## src/core/twc_pkg.sv

```systemverilog
/*
 * Package for the timer waveform-output block: register map, field layout,
 * reset values, modes and the bus carriers.
 * Assumes a single 20 MHz clock and an APB register bus with 32-bit data.
 */
package twc_pkg;

	localparam logic [7:0] TWC_MAX = 8'hFF;
	localparam logic [7:0] TWC_BOTTOM = 8'h00;

	// Register byte offsets
	localparam logic [7:0] TWC_OFS_CTRL_A = 8'h00;
	localparam logic [7:0] TWC_OFS_CTRL_B = 8'h04;
	localparam logic [7:0] TWC_OFS_COUNT = 8'h08;
	localparam logic [7:0] TWC_OFS_CMP_A = 8'h0C;
	localparam logic [7:0] TWC_OFS_CMP_B = 8'h10;
	localparam logic [7:0] TWC_OFS_STATUS = 8'h14;
	localparam logic [7:0] TWC_OFS_MASK = 8'h18;
	localparam logic [7:0] TWC_OFS_PINCFG = 8'h1C;

	// Field positions
	localparam int TWC_CA_MODE_A = 6;
	localparam int TWC_CA_MODE_B = 4;
	localparam int TWC_CA_WAVE_LO = 0;
	localparam int TWC_CB_WAVE_HI = 3;
	localparam int TWC_CB_FORCE_A = 7;
	localparam int TWC_CB_FORCE_B = 6;
	localparam int TWC_ST_OVF = 0;
	localparam int TWC_ST_MATCH_A = 1;
	localparam int TWC_ST_MATCH_B = 2;

	// Writable bits; everything else reads as zero
	localparam logic [7:0] TWC_CTRL_A_WMASK = 8'hF3;
	localparam logic [7:0] TWC_CTRL_B_RMASK = 8'h0F;
	localparam logic [7:0] TWC_CTRL_A_RESET = 8'h00;
	localparam logic [7:0] TWC_CTRL_B_RESET = 8'h00;
	localparam logic [2:0] TWC_STATUS_RESET = 3'h0;

	localparam logic [2:0] TWC_WAVE_NORMAL = 3'h0;
	localparam logic [2:0] TWC_WAVE_PC_FF = 3'h1;
	localparam logic [2:0] TWC_WAVE_CTC = 3'h2;
	localparam logic [2:0] TWC_WAVE_FAST_FF = 3'h3;
	localparam logic [2:0] TWC_WAVE_PC_CMP = 3'h5;
	localparam logic [2:0] TWC_WAVE_FAST_CMP = 3'h7;

	localparam logic [1:0] TWC_OUT_OFF = 2'h0;
	localparam logic [1:0] TWC_OUT_TOGGLE = 2'h1;
	localparam logic [1:0] TWC_OUT_CLEAR = 2'h2;
	localparam logic [1:0] TWC_OUT_SET = 2'h3;

	// Prescaler divisions, selected by tick_source_sel 2..7
	localparam int TWC_DIV_8 = 8;
	localparam int TWC_DIV_32 = 32;
	localparam int TWC_DIV_64 = 64;
	localparam int TWC_DIV_128 = 128;
	localparam int TWC_DIV_256 = 256;
	localparam int TWC_DIV_1024 = 1024;

	typedef struct packed {
		logic psel;
		logic penable;
		logic pwrite;
		logic [7:0] paddr;
		logic [31:0] pwdata;
	} twc_apb_req_t;

	typedef struct packed {
		logic pready;
		logic pslverr;
		logic [31:0] prdata;
	} twc_apb_rsp_t;

	typedef struct packed {
		logic level;
		logic enable;
	} twc_pin_t;

endpackage : twc_pkg

```

## src/core/twc_prescaler.sv

```systemverilog
/*
 * Tick source for the counter: stopped, every clock, or a prescaled enable.
 * Assumes the clock select comes from a register in the same clock domain.
 */
module twc_prescaler
	import twc_pkg::*;
(
	input wire logic mclk,
	input wire logic reset,
	input wire logic [2:0] tickSourceSel,
	output logic timerTick
);

	typedef struct packed {
		logic [9:0] count;
		logic tick;
	} twc_pre_state_t;

	twc_pre_state_t state;
	twc_pre_state_t next_state;

	function automatic logic wrapAt(input logic [9:0] cnt, input int div);
		wrapAt = (cnt[9:0] == 10'(div - 1));
	endfunction : wrapAt

	always_comb begin
		next_state = state;
		next_state.count = state.count + 10'h001;
		// One free-running divider serves every prescaled rate
		case (tickSourceSel)
			3'h0: next_state.tick = 1'b0;
			3'h1: next_state.tick = 1'b1;
			3'h2: next_state.tick = (state.count[2:0] == 3'h7);
			3'h3: next_state.tick = (state.count[4:0] == 5'h1F);
			3'h4: next_state.tick = (state.count[5:0] == 6'h3F);
			3'h5: next_state.tick = (state.count[6:0] == 7'h7F);
			3'h6: next_state.tick = (state.count[7:0] == 8'hFF);
			3'h7: next_state.tick = wrapAt(state.count, TWC_DIV_1024);
			default: next_state.tick = 1'b0;
		endcase
	end

	always_ff @(posedge mclk or posedge reset) begin
		if (reset) begin
			state <= '0;
		end else begin
			state <= next_state;
		end
	end

	assign timerTick = state.tick;

	chk_stopped_no_tick: assert property (@(posedge mclk) disable iff (reset)
		(tickSourceSel == 3'h0) ##1 (tickSourceSel == 3'h0) |=> !timerTick)
		else $error("tick while stopped");

endmodule : twc_prescaler

```

## src/core/twc_waveform.sv

```systemverilog
/*
 * Timer waveform-output and mode control: 8-bit counter, two compare channels,
 * six waveform modes, APB register file and one level interrupt.
 * Assumes synchronous timer clocking on mclk; pins are driven by an outside
 * port mux that uses the level and enable given here.
 */
// Local design decisions: the APB register port and the register addresses.
module twc_waveform
	import twc_pkg::*;
(
	input wire logic mclk,
	input wire logic reset,
	input wire twc_apb_req_t apbReq,
	output twc_apb_rsp_t apbRsp,
	output twc_pin_t compareOutA,
	output twc_pin_t compareOutB,
	output logic irq
);

	typedef struct packed {
		logic [7:0] controlRegA;
		logic [3:0] controlRegB;
		logic [7:0] counterValue;
		logic [7:0] compareValueA;
		logic [7:0] compareValueB;
		logic [7:0] bufferA;
		logic [7:0] bufferB;
		logic countDown;
		logic [2:0] status;
		logic [2:0] mask;
		logic [1:0] pinDir;
		logic outA;
		logic outB;
		logic blockMatch;
		twc_apb_rsp_t rsp;
		twc_pin_t pinA;
		twc_pin_t pinB;
		logic irq;
	} twc_state_t;

	twc_state_t state;
	twc_state_t next_state;
	logic timerTick;

	twc_prescaler u_prescaler (
		.mclk(mclk),
		.reset(reset),
		.tickSourceSel(state.controlRegB[2:0]),
		.timerTick(timerTick)
	);

	// New output level for one channel at this tick
	function automatic logic waveStep(input logic cur, input logic [1:0] mode,
		input logic isPwm, input logic isFast, input logic hiBit, input logic allowToggle,
		input logic match, input logic atTop, input logic atBottom, input logic down,
		input logic cmpIsTop);
		logic res;
		logic hit;
		res = cur;
		hit = match;
		if (isPwm && mode[1] && cmpIsTop) begin
			hit = 1'b0;
		end
		if (!isPwm) begin
			case (mode)
				TWC_OUT_TOGGLE: if (hit) res = ~cur;
				TWC_OUT_CLEAR: if (hit) res = 1'b0;
				TWC_OUT_SET: if (hit) res = 1'b1;
				default: res = cur;
			endcase
		end else if (mode == TWC_OUT_TOGGLE) begin
			if (allowToggle && hiBit && hit) begin
				res = ~cur;
			end
		end else if (mode[1]) begin
			if (isFast) begin
				// Set or clear at TOP happens even when the match is ignored
				if (atTop) res = ~mode[0];
				else if (hit) res = mode[0];
			end else begin
				if (hit) res = mode[0] ^ down;
				else if (cmpIsTop && atTop) res = ~mode[0];
				else if (atBottom && cmpIsTop) res = ~mode[0];
			end
		end
		return res;
	endfunction : waveStep

	logic [2:0] waveSel;
	logic isPwm;
	logic isFast;
	logic [7:0] topValue;
	logic atTop;
	logic matchA;
	logic matchB;
	logic ovfEvent;
	logic accessPhase;
	logic [31:0] readData;
	logic [2:0] hwSet;

	always_comb begin
		waveSel = {state.controlRegB[TWC_CB_WAVE_HI],
			state.controlRegA[TWC_CA_WAVE_LO +: 2]};
		isPwm = waveSel[0];
		isFast = (waveSel == TWC_WAVE_FAST_FF) || (waveSel == TWC_WAVE_FAST_CMP);
		// Reserved modes 4 and 6 count like normal with TOP at MAX
		topValue = (waveSel == TWC_WAVE_CTC || waveSel == TWC_WAVE_PC_CMP ||
			waveSel == TWC_WAVE_FAST_CMP) ? state.compareValueA : TWC_MAX;
		atTop = (state.counterValue == topValue);
		matchA = (state.counterValue == state.compareValueA) && !state.blockMatch;
		matchB = (state.counterValue == state.compareValueB) && !state.blockMatch;
		ovfEvent = 1'b0;
		if (timerTick) begin
			if (waveSel == TWC_WAVE_PC_FF || waveSel == TWC_WAVE_PC_CMP) begin
				ovfEvent = state.countDown && (state.counterValue == TWC_BOTTOM);
			end else if (waveSel == TWC_WAVE_FAST_CMP) begin
				ovfEvent = atTop;
			end else begin
				ovfEvent = (state.counterValue == TWC_MAX);
			end
		end
		hwSet = '0;
		hwSet[TWC_ST_OVF] = ovfEvent;
		hwSet[TWC_ST_MATCH_A] = timerTick && matchA;
		hwSet[TWC_ST_MATCH_B] = timerTick && matchB;
		accessPhase = apbReq.psel && apbReq.penable;

		case (apbReq.paddr)
			TWC_OFS_CTRL_A: readData = {24'h0, state.controlRegA & TWC_CTRL_A_WMASK};
			TWC_OFS_CTRL_B: readData = {28'h0, state.controlRegB};
			TWC_OFS_COUNT: readData = {24'h0, state.counterValue};
			TWC_OFS_CMP_A: readData = {24'h0, state.bufferA};
			TWC_OFS_CMP_B: readData = {24'h0, state.bufferB};
			TWC_OFS_STATUS: readData = {29'h0, state.status};
			TWC_OFS_MASK: readData = {29'h0, state.mask};
			TWC_OFS_PINCFG: readData = {30'h0, state.pinDir};
			default: readData = 32'h0;
		endcase

		next_state = state;
		next_state.rsp.pready = accessPhase && !state.rsp.pready;
		next_state.rsp.pslverr = 1'b0;
		next_state.rsp.prdata = state.rsp.prdata;
		if (accessPhase && !state.rsp.pready) begin
			next_state.rsp.prdata = apbReq.pwrite ? 32'h0 : readData;
			next_state.rsp.pslverr = (readData == 32'h0) && (apbReq.paddr > TWC_OFS_PINCFG);
		end

		if (timerTick) begin
			next_state.blockMatch = 1'b0;
			next_state.outA = waveStep(state.outA, state.controlRegA[TWC_CA_MODE_A +: 2],
				isPwm, isFast, waveSel[2], 1'b1, matchA, atTop,
				state.counterValue == TWC_BOTTOM, state.countDown,
				state.compareValueA == topValue);
			next_state.outB = waveStep(state.outB, state.controlRegA[TWC_CA_MODE_B +: 2],
				isPwm, isFast, waveSel[2], 1'b0, matchB, atTop,
				state.counterValue == TWC_BOTTOM, state.countDown,
				state.compareValueB == topValue);
			if (isPwm && !isFast) begin
				if (atTop && !state.countDown) begin
					next_state.countDown = 1'b1;
					next_state.counterValue = state.counterValue - 8'h01;
					next_state.compareValueA = state.bufferA;
					next_state.compareValueB = state.bufferB;
				end else if (state.countDown && state.counterValue == TWC_BOTTOM) begin
					next_state.countDown = 1'b0;
					next_state.counterValue = state.counterValue + 8'h01;
				end else begin
					next_state.counterValue = state.countDown ?
						state.counterValue - 8'h01 : state.counterValue + 8'h01;
				end
			end else if (atTop) begin
				next_state.countDown = 1'b0;
				next_state.counterValue = TWC_BOTTOM;
				if (isFast) begin
					next_state.compareValueA = state.bufferA;
					next_state.compareValueB = state.bufferB;
				end
			end else begin
				next_state.countDown = 1'b0;
				next_state.counterValue = state.counterValue + 8'h01;
			end
		end

		// Set wins over a write-one clear in the same cycle
		next_state.status = state.status | hwSet;
		// A write lands at the edge where the master sees pready high
		if (accessPhase && state.rsp.pready && apbReq.pwrite) begin
			case (apbReq.paddr)
				TWC_OFS_CTRL_A: next_state.controlRegA = apbReq.pwdata[7:0] & TWC_CTRL_A_WMASK;
				TWC_OFS_CTRL_B: begin
					next_state.controlRegB = apbReq.pwdata[3:0] & TWC_CTRL_B_RMASK[3:0];
					// Force strobes act only outside PWM and raise no flag
					if (!isPwm && apbReq.pwdata[TWC_CB_FORCE_A]) begin
						next_state.outA = waveStep(state.outA,
							state.controlRegA[TWC_CA_MODE_A +: 2], 1'b0, 1'b0, 1'b0,
							1'b1, 1'b1, 1'b0, 1'b0, 1'b0, 1'b0);
					end
					if (!isPwm && apbReq.pwdata[TWC_CB_FORCE_B]) begin
						next_state.outB = waveStep(state.outB,
							state.controlRegA[TWC_CA_MODE_B +: 2], 1'b0, 1'b0, 1'b0,
							1'b0, 1'b1, 1'b0, 1'b0, 1'b0, 1'b0);
					end
				end
				TWC_OFS_COUNT: begin
					next_state.counterValue = apbReq.pwdata[7:0];
					next_state.blockMatch = 1'b1;
				end
				TWC_OFS_CMP_A: begin
					next_state.bufferA = apbReq.pwdata[7:0];
					if (!isPwm) next_state.compareValueA = apbReq.pwdata[7:0];
				end
				TWC_OFS_CMP_B: begin
					next_state.bufferB = apbReq.pwdata[7:0];
					if (!isPwm) next_state.compareValueB = apbReq.pwdata[7:0];
				end
				TWC_OFS_STATUS: next_state.status = (state.status & ~apbReq.pwdata[2:0]) | hwSet;
				TWC_OFS_MASK: next_state.mask = apbReq.pwdata[2:0];
				TWC_OFS_PINCFG: next_state.pinDir = apbReq.pwdata[1:0];
				default: next_state.mask = state.mask;
			endcase
		end

		next_state.pinA.level = state.outA;
		// PWM toggle mode without the high mode bit leaves pin A disconnected
		next_state.pinA.enable = (state.controlRegA[TWC_CA_MODE_A +: 2] != TWC_OUT_OFF)
			&& !(isPwm && state.controlRegA[TWC_CA_MODE_A +: 2] == TWC_OUT_TOGGLE
			&& !waveSel[2]) && state.pinDir[0];
		next_state.pinB.level = state.outB;
		next_state.pinB.enable = (state.controlRegA[TWC_CA_MODE_B +: 2] != TWC_OUT_OFF)
			&& state.pinDir[1];
		next_state.irq = |(state.status & state.mask);
	end

	always_ff @(posedge mclk or posedge reset) begin
		if (reset) begin
			state <= '0;
		end else begin
			state <= next_state;
		end
	end

	assign apbRsp = state.rsp;
	assign compareOutA = state.pinA;
	assign compareOutB = state.pinB;
	assign irq = state.irq;

	logic [2:0] waveSelNow;
	assign waveSelNow = {state.controlRegB[TWC_CB_WAVE_HI], state.controlRegA[1:0]};

	chk_pin_a_route: assert property (@(posedge mclk) disable iff (reset)
		##1 compareOutA.enable == $past(state.controlRegA[7:6] != 2'h0
		&& !(waveSelNow[0] && state.controlRegA[7:6] == 2'h1 && !waveSelNow[2])
		&& state.pinDir[0]))
		else $error("pin A enable wrong");
	chk_pin_b_dir: assert property (@(posedge mclk) disable iff (reset)
		!state.pinDir[1] |=> !compareOutB.enable)
		else $error("pin B driven without direction");
	chk_reserved_zero: assert property (@(posedge mclk) disable iff (reset)
		state.controlRegA[3:2] == 2'h0)
		else $error("reserved bits set");
	chk_ctc_clear: assert property (@(posedge mclk) disable iff (reset)
		(timerTick && waveSelNow == 3'h2 && state.counterValue == state.compareValueA
		&& !(accessPhase && apbReq.pwrite)) |=> state.counterValue == 8'h00 && state.status[1])
		else $error("clear-on-match failed");
	chk_nonpwm_set: assert property (@(posedge mclk) disable iff (reset)
		(timerTick && !waveSelNow[0] && state.controlRegA[7:6] == 2'h3 && matchA
		&& !(accessPhase && apbReq.pwrite)) |=> state.outA)
		else $error("set on match failed");
	chk_fast_top: assert property (@(posedge mclk) disable iff (reset)
		(timerTick && waveSelNow == 3'h3 && state.counterValue == 8'hFF
		&& state.controlRegA[7:6] == 2'h2 && !(accessPhase && apbReq.pwrite)) |=> state.outA)
		else $error("fast PWM TOP set failed");
	chk_normal_ovf: assert property (@(posedge mclk) disable iff (reset)
		(timerTick && waveSelNow == 3'h0 && state.counterValue == 8'hFF)
		|=> state.status[0] && state.counterValue == 8'h00)
		else $error("normal overflow missed");
	chk_pc_bottom_flag: assert property (@(posedge mclk) disable iff (reset)
		(timerTick && waveSelNow == 3'h1 && !state.countDown && state.counterValue == 8'h00)
		|=> !$rose(state.status[0]))
		else $error("phase-correct flag on upcount");
	chk_irq_level: assert property (@(posedge mclk) disable iff (reset)
		##1 irq == |($past(state.status) & $past(state.mask)))
		else $error("irq level wrong");

endmodule : twc_waveform

```

## config.mk

```make
export PLATFORM = sky130hd
export DESIGN_NAME = twc_waveform
export DESIGN_NICKNAME = d
export VERILOG_FILES = /design/src/core/twc_pkg.sv /design/src/core/twc_prescaler.sv /design/src/core/twc_waveform.sv
export SDC_FILE = /design/constraint.sdc
export NUM_CORES = 1
export LEC_CHECK = 0
export BUFFER_PORTS_ARGS = -buffer_cell sky130_fd_sc_hd__buf_2
export CAP_MARGIN = 10
export CORE_ASPECT_RATIO = 1.75
export CORE_UTILIZATION = 56
export DETAILED_ROUTE_END_ITERATION = 12
export GPL_TIMING_DRIVEN = 0
export PLACE_DENSITY = 0.78
export SYNTH_ARGS = -nofsm -noshare
export SYNTH_HDL_FRONTEND = slang
export SYNTH_SLANG_ARGS = --single-unit
export TNS_END_PERCENT = 50
```

## constraint.sdc

```tcl
create_clock -name mclk -period 5 [get_ports mclk]
set_input_delay 1 -clock mclk [delete_from_list [all_inputs] [get_ports mclk]]
set_output_delay 1 -clock mclk [all_outputs]
set_load 0.005 [all_outputs]
```

==> results list <==
- The first detailed-routing pass took 6 iterations.
- DR DRC count: 0
* Highest-count cells in the layout ignoring fill and taps: 88 x sky130_fd_sc_hd__dfrtp_1, 68 x sky130_fd_sc_hd__nand2_1, 41 x sky130_fd_sc_hd__buf_4
- Finish-stage setup viols: 0
- VDD sags by at most 293 uV.
* Static leakage: 3.02 nW
* Cell Area, Synth: 5750 um^2
- Footprint of the multi-input gates: between 3000 and 4000 um^2
- Of the cells placed in the final design, the portion with a size suffix greater than 1 is 21.2%.
- Outcome: complete, no violations
- Total of max-cap violations: 0
* Final hold vios: 0
- Clock tree root buffer cell: sky130_fd_sc_hd__clkbuf_16
* Part of the cycle the worst path needs: about three quarters
- In the final design database the tool counted 746 nets.
- Headroom to the max-slew limit: a little over a quarter
* Cell taking the most area after synthesis: sky130_fd_sc_hd__dfrtp_1
* Power share of the sequential group: a little under half
- Once the floorplan was initialized, standard cells occupied 58.0% of the core.
* Switch Pwr: 0.396 mW
- Die outline height: 136 um
- Clk sinks: 88
* Nature of the critical path endpoint: flop
- Post-DP HPWL: 12200 um
- Routed wire per std cell: 20.3 um
- The number of clock buffers added by TritonCTS is 9.
* GRT Total Usage: 32.8%
* Clk_skew: between 0.009 and 0.01 ns
- Counting along the longest clock path gives a buffer depth of 2.
- The number of antenna violations at the first check in global routing is 0.
- Worst Path Arrival: 3.92 ns
* Type of the setup path with the least slack: flop to flop
- At the pin with the least slew margin, the transition time is 1.08 ns.
* Die Footprint: 10700 um^2
- Skew-Pair Late Insertion Delay: 0.35 ns
- Gates resized during post-CTS repair numbered 0.
- Chip Width: around 79 um
- STA classifies the critical path startpoint as a flop.
* Finished Core Util: 65.4%
- Share of total power in combinational logic: 10.3%
* Proportion of total power due to net switching: 25.3%
* Highest fanout seen on the critical path: 10
- Each instance of the synthesized netlist takes up on average 9.19 um^2.
- Min-delay worst type: flop to flop
- The synthesized design devotes to its leading area cell type 38.3% of total area.
- For this design the ratio of total power to cell area is ~240 nW/um^2.
- Remaining antenna violation count after routing: 0
- Number of buffers added to fix hold violations after cts: 0
* Fraction of the yosys area taken by sequential cells: approximately two fifths
- Post-synth ARST share: between 90% and 100%
- TritonCTS clock tree: built
- Top flip-flop cell by instance count after synthesis: sky130_fd_sc_hd__dfrtp_1
* Most frequent standard cell in the layout excluding fill and tap cells: sky130_fd_sc_hd__dfrtp_1
* Number of enable flip-flop cells after synthesis: 0
- Unrepaired setup endpoints after global routing: false
- Synthesis instantiated 70 different standard cells from the library.
- The design draws 1.56 mW.
* Post-synthesis register bit count: 88
* Total number of yosys warnings: 0
- In the synthesized netlist, the number of instances is 625.
- Number of global-route vias before repair: slightly below 5k
* Number of buffer cells added on primary ports: 30
- Entering global routing, the biggest net connects 75 pins.
- Total Neg Setup Slack: 0 ns
* Number of I/O pins: 84
* Part of the power in the clock network: about 43%
* Iteration-0 DRC Markers: 711
- Summing over every cut layer, the via total after detailed routing is about 5.2k.
- FF-to-FF path depth: 15
- Using the TritonRoute via totals, the vias-per-cell ratio works out to between 6 and 7.
- Number of placement rows: 48
* Final wirelength: 16700 um
* Number of filler instances in the final layout: 839
- First-pass GRT wire length: 26100 um
* Layout Area Growth over Synthesis: 12.7%
* Core Area: just under 10000 um^2
- After clock tree synthesis, the setup repair step added 0 buffers.
- For this run the aggregate overflow at the end of global routing stands at 0.
- The H-tree generated during clock tree synthesis spans 3 levels.
- The internal power of the cells totals approximately 1.2 mW.
* Clock-pin slew on the worst setup and hold paths: 0.07 ns
* Pins Over Slew Limit: 0
* Sequential Area: 2200 um^2
* Worst EP required: 5.22 ns
* Global placer's final weighted congestion: 0.953
- Number of inserted diodes: 0
- Min-Delay Path Depth: 1
* Fmax: 270 MHz
- The worst path needs 3.70 ns of the cycle, external delays included.
- Most area-consuming cells after synthesis: sky130_fd_sc_hd__dfrtp_1 38%, sky130_fd_sc_hd__mux2_2 6.3%, sky130_fd_sc_hd__buf_4 5.4%, sky130_fd_sc_hd__mux2i_1 4.5%, sky130_fd_sc_hd__nand2_1 4.4%
==> cells in the mapped netlist (5+ instances only) <==
library cell,instances
sky130_fd_sc_hd__and3_1,9
sky130_fd_sc_hd__nand3_1,19
sky130_fd_sc_hd__xor2_1,10
sky130_fd_sc_hd__ha_1,9
sky130_fd_sc_hd__nor2_1,38
sky130_fd_sc_hd__mux2i_1,26
sky130_fd_sc_hd__nand2_1,68
sky130_fd_sc_hd__nor3_1,15
sky130_fd_sc_hd__nand4_1,6
sky130_fd_sc_hd__a21boi_0,5
sky130_fd_sc_hd__xnor2_1,20
sky130_fd_sc_hd__clkbuf_1,31
sky130_fd_sc_hd__buf_4,41
sky130_fd_sc_hd__a21oi_1,30
sky130_fd_sc_hd__or2_2,5
sky130_fd_sc_hd__mux2_2,32
sky130_fd_sc_hd__inv_1,20
sky130_fd_sc_hd__dfrtp_1,88
sky130_fd_sc_hd__nor4_1,7
sky130_fd_sc_hd__o21ai_0,32
sky130_fd_sc_hd__a222oi_1,7
sky130_fd_sc_hd__and2_1,5
sky130_fd_sc_hd__o221ai_1,8
==> routing by layer <==
| layer | up-vias | part of all wire [%] | track usage [%] |
|---|---|---|---|
| met2 | 293 | 51 | 55.6 |
| met3 | 73 | 6.3 | 4.63 |
| met5 | - | 0 | 0 |
| met1 | 2511 | 36 | 37.1 |
| met4 | 0 | 6.7 | 23.9 |
| li1 | 2332 | - | - |
==> power by group through the flow <==
| stage | clock (mW) | combinational, mW | sequential [mW] |
|---|---|---|---|
| detailed placement | 0 | 0.157 | 0.741 |
| finish | 0.675 | 0.161 | 0.728 |
| floorplan | 0 | 0.110 | 0.738 |
| CTS | 0.681 | 0.158 | 0.727 |
| global placement | 0 | 0.150 | 0.740 |
| global route | 0.709 | 0.177 | 0.728 |
==> critical path: stages (launching register included) <==
cell and delay, ns:
sky130_fd_sc_hd__dfrtp_1 0.37, sky130_fd_sc_hd__buf_6 0.14, sky130_fd_sc_hd__or3b_4 0.43, sky130_fd_sc_hd__a2111oi_0 0.43
sky130_fd_sc_hd__a311oi_1 0.13, sky130_fd_sc_hd__or4_4 0.59, sky130_fd_sc_hd__o21ai_1 0.28, sky130_fd_sc_hd__ha_1 0.30
sky130_fd_sc_hd__nor2_1 0.10, sky130_fd_sc_hd__a21oi_1 0.05, sky130_fd_sc_hd__a21oi_1 0.15, sky130_fd_sc_hd__o221ai_1 0.13
sky130_fd_sc_hd__o21ai_0 0.09, sky130_fd_sc_hd__a21oi_1 0.06, sky130_fd_sc_hd__a31oi_1 0.21, sky130_fd_sc_hd__o41ai_2 0.11
==> flip-flops by register name, indices dropped and copies added, names as in the netlist <==
signal	count
apbRsp	10
compareOutA	2
compareOutB	2
irq	1
isPwm	1
next_state	2
state	59
u_prescaler.state	10
u_prescaler.timerTick	1
==> worst paths after layout <==
path	start	endpoint	slack, ns
worst max-delay path	isPwm$_DFFE_PP0P_	next_state[2]$_DFFE_PP0P_	1.30
worst min-delay path	u_prescaler.state[1]$_DFF_PP0_	u_prescaler.state[1]$_DFF_PP0_	0.46
worst max register to register	isPwm$_DFFE_PP0P_	next_state[2]$_DFFE_PP0P_	1.30
worst min register to register	u_prescaler.state[1]$_DFF_PP0_	u_prescaler.state[1]$_DFF_PP0_	0.46
max in group asynchronous	reset	state[50]$_DFFE_PP0P_	3.80
min in group asynchronous	reset	state[72]$_DFF_PP0_	0.57
==> cell type report <==
type | count | area share, %
Clock buffer | 9 | 3.48
Inverter | 20 | 1.20
Timing Repair Buffer | 33 | 2.90
Clock inverter | 7 | 1.12
Sequential cell | 88 | 34.0
Multi-Input combinational cell | 456 | 46.8
Buffer | 84 | 8.11
Tap cell | 125 | 2.41
==> logic make-up after synthesis <==
| family | after synthesis | synth area share [%] |
|---|---|---|
| muxes | 59 | 11.2 |
| AOI/OAI and AO/OA | 141 | 16.9 |
| other | 1 | 0.0653 |
| DFF | 88 | 38.3 |
| buffers and inverters | 104 | 10.5 |
| and+or+nand+nor | 193 | 16.5 |
| adders and majority gates | 9 | 1.96 |
| xor gates and xnor gates | 30 | 4.57 |
==> stage by stage <==
| stage | setup slack [ns] | std cells | area (um^2) | hold WS (ns) |
|---|---|---|---|---|
| after global routing | 1.04 | 822 | 6480 | 0.483 |
| after global placement | 0.753 | 803 | 6140 | 0.433 |
| after floorplan | 1.72 | 648 | 5830 | 0.414 |
| after detailed placement | 0.639 | 804 | 6170 | 0.457 |
| after CTS | 0.597 | 820 | 6470 | 0.466 |
| final | 1.30 | 822 | 6480 | 0.465 |
Note: power is estimated with default switching activity, not from simulation.
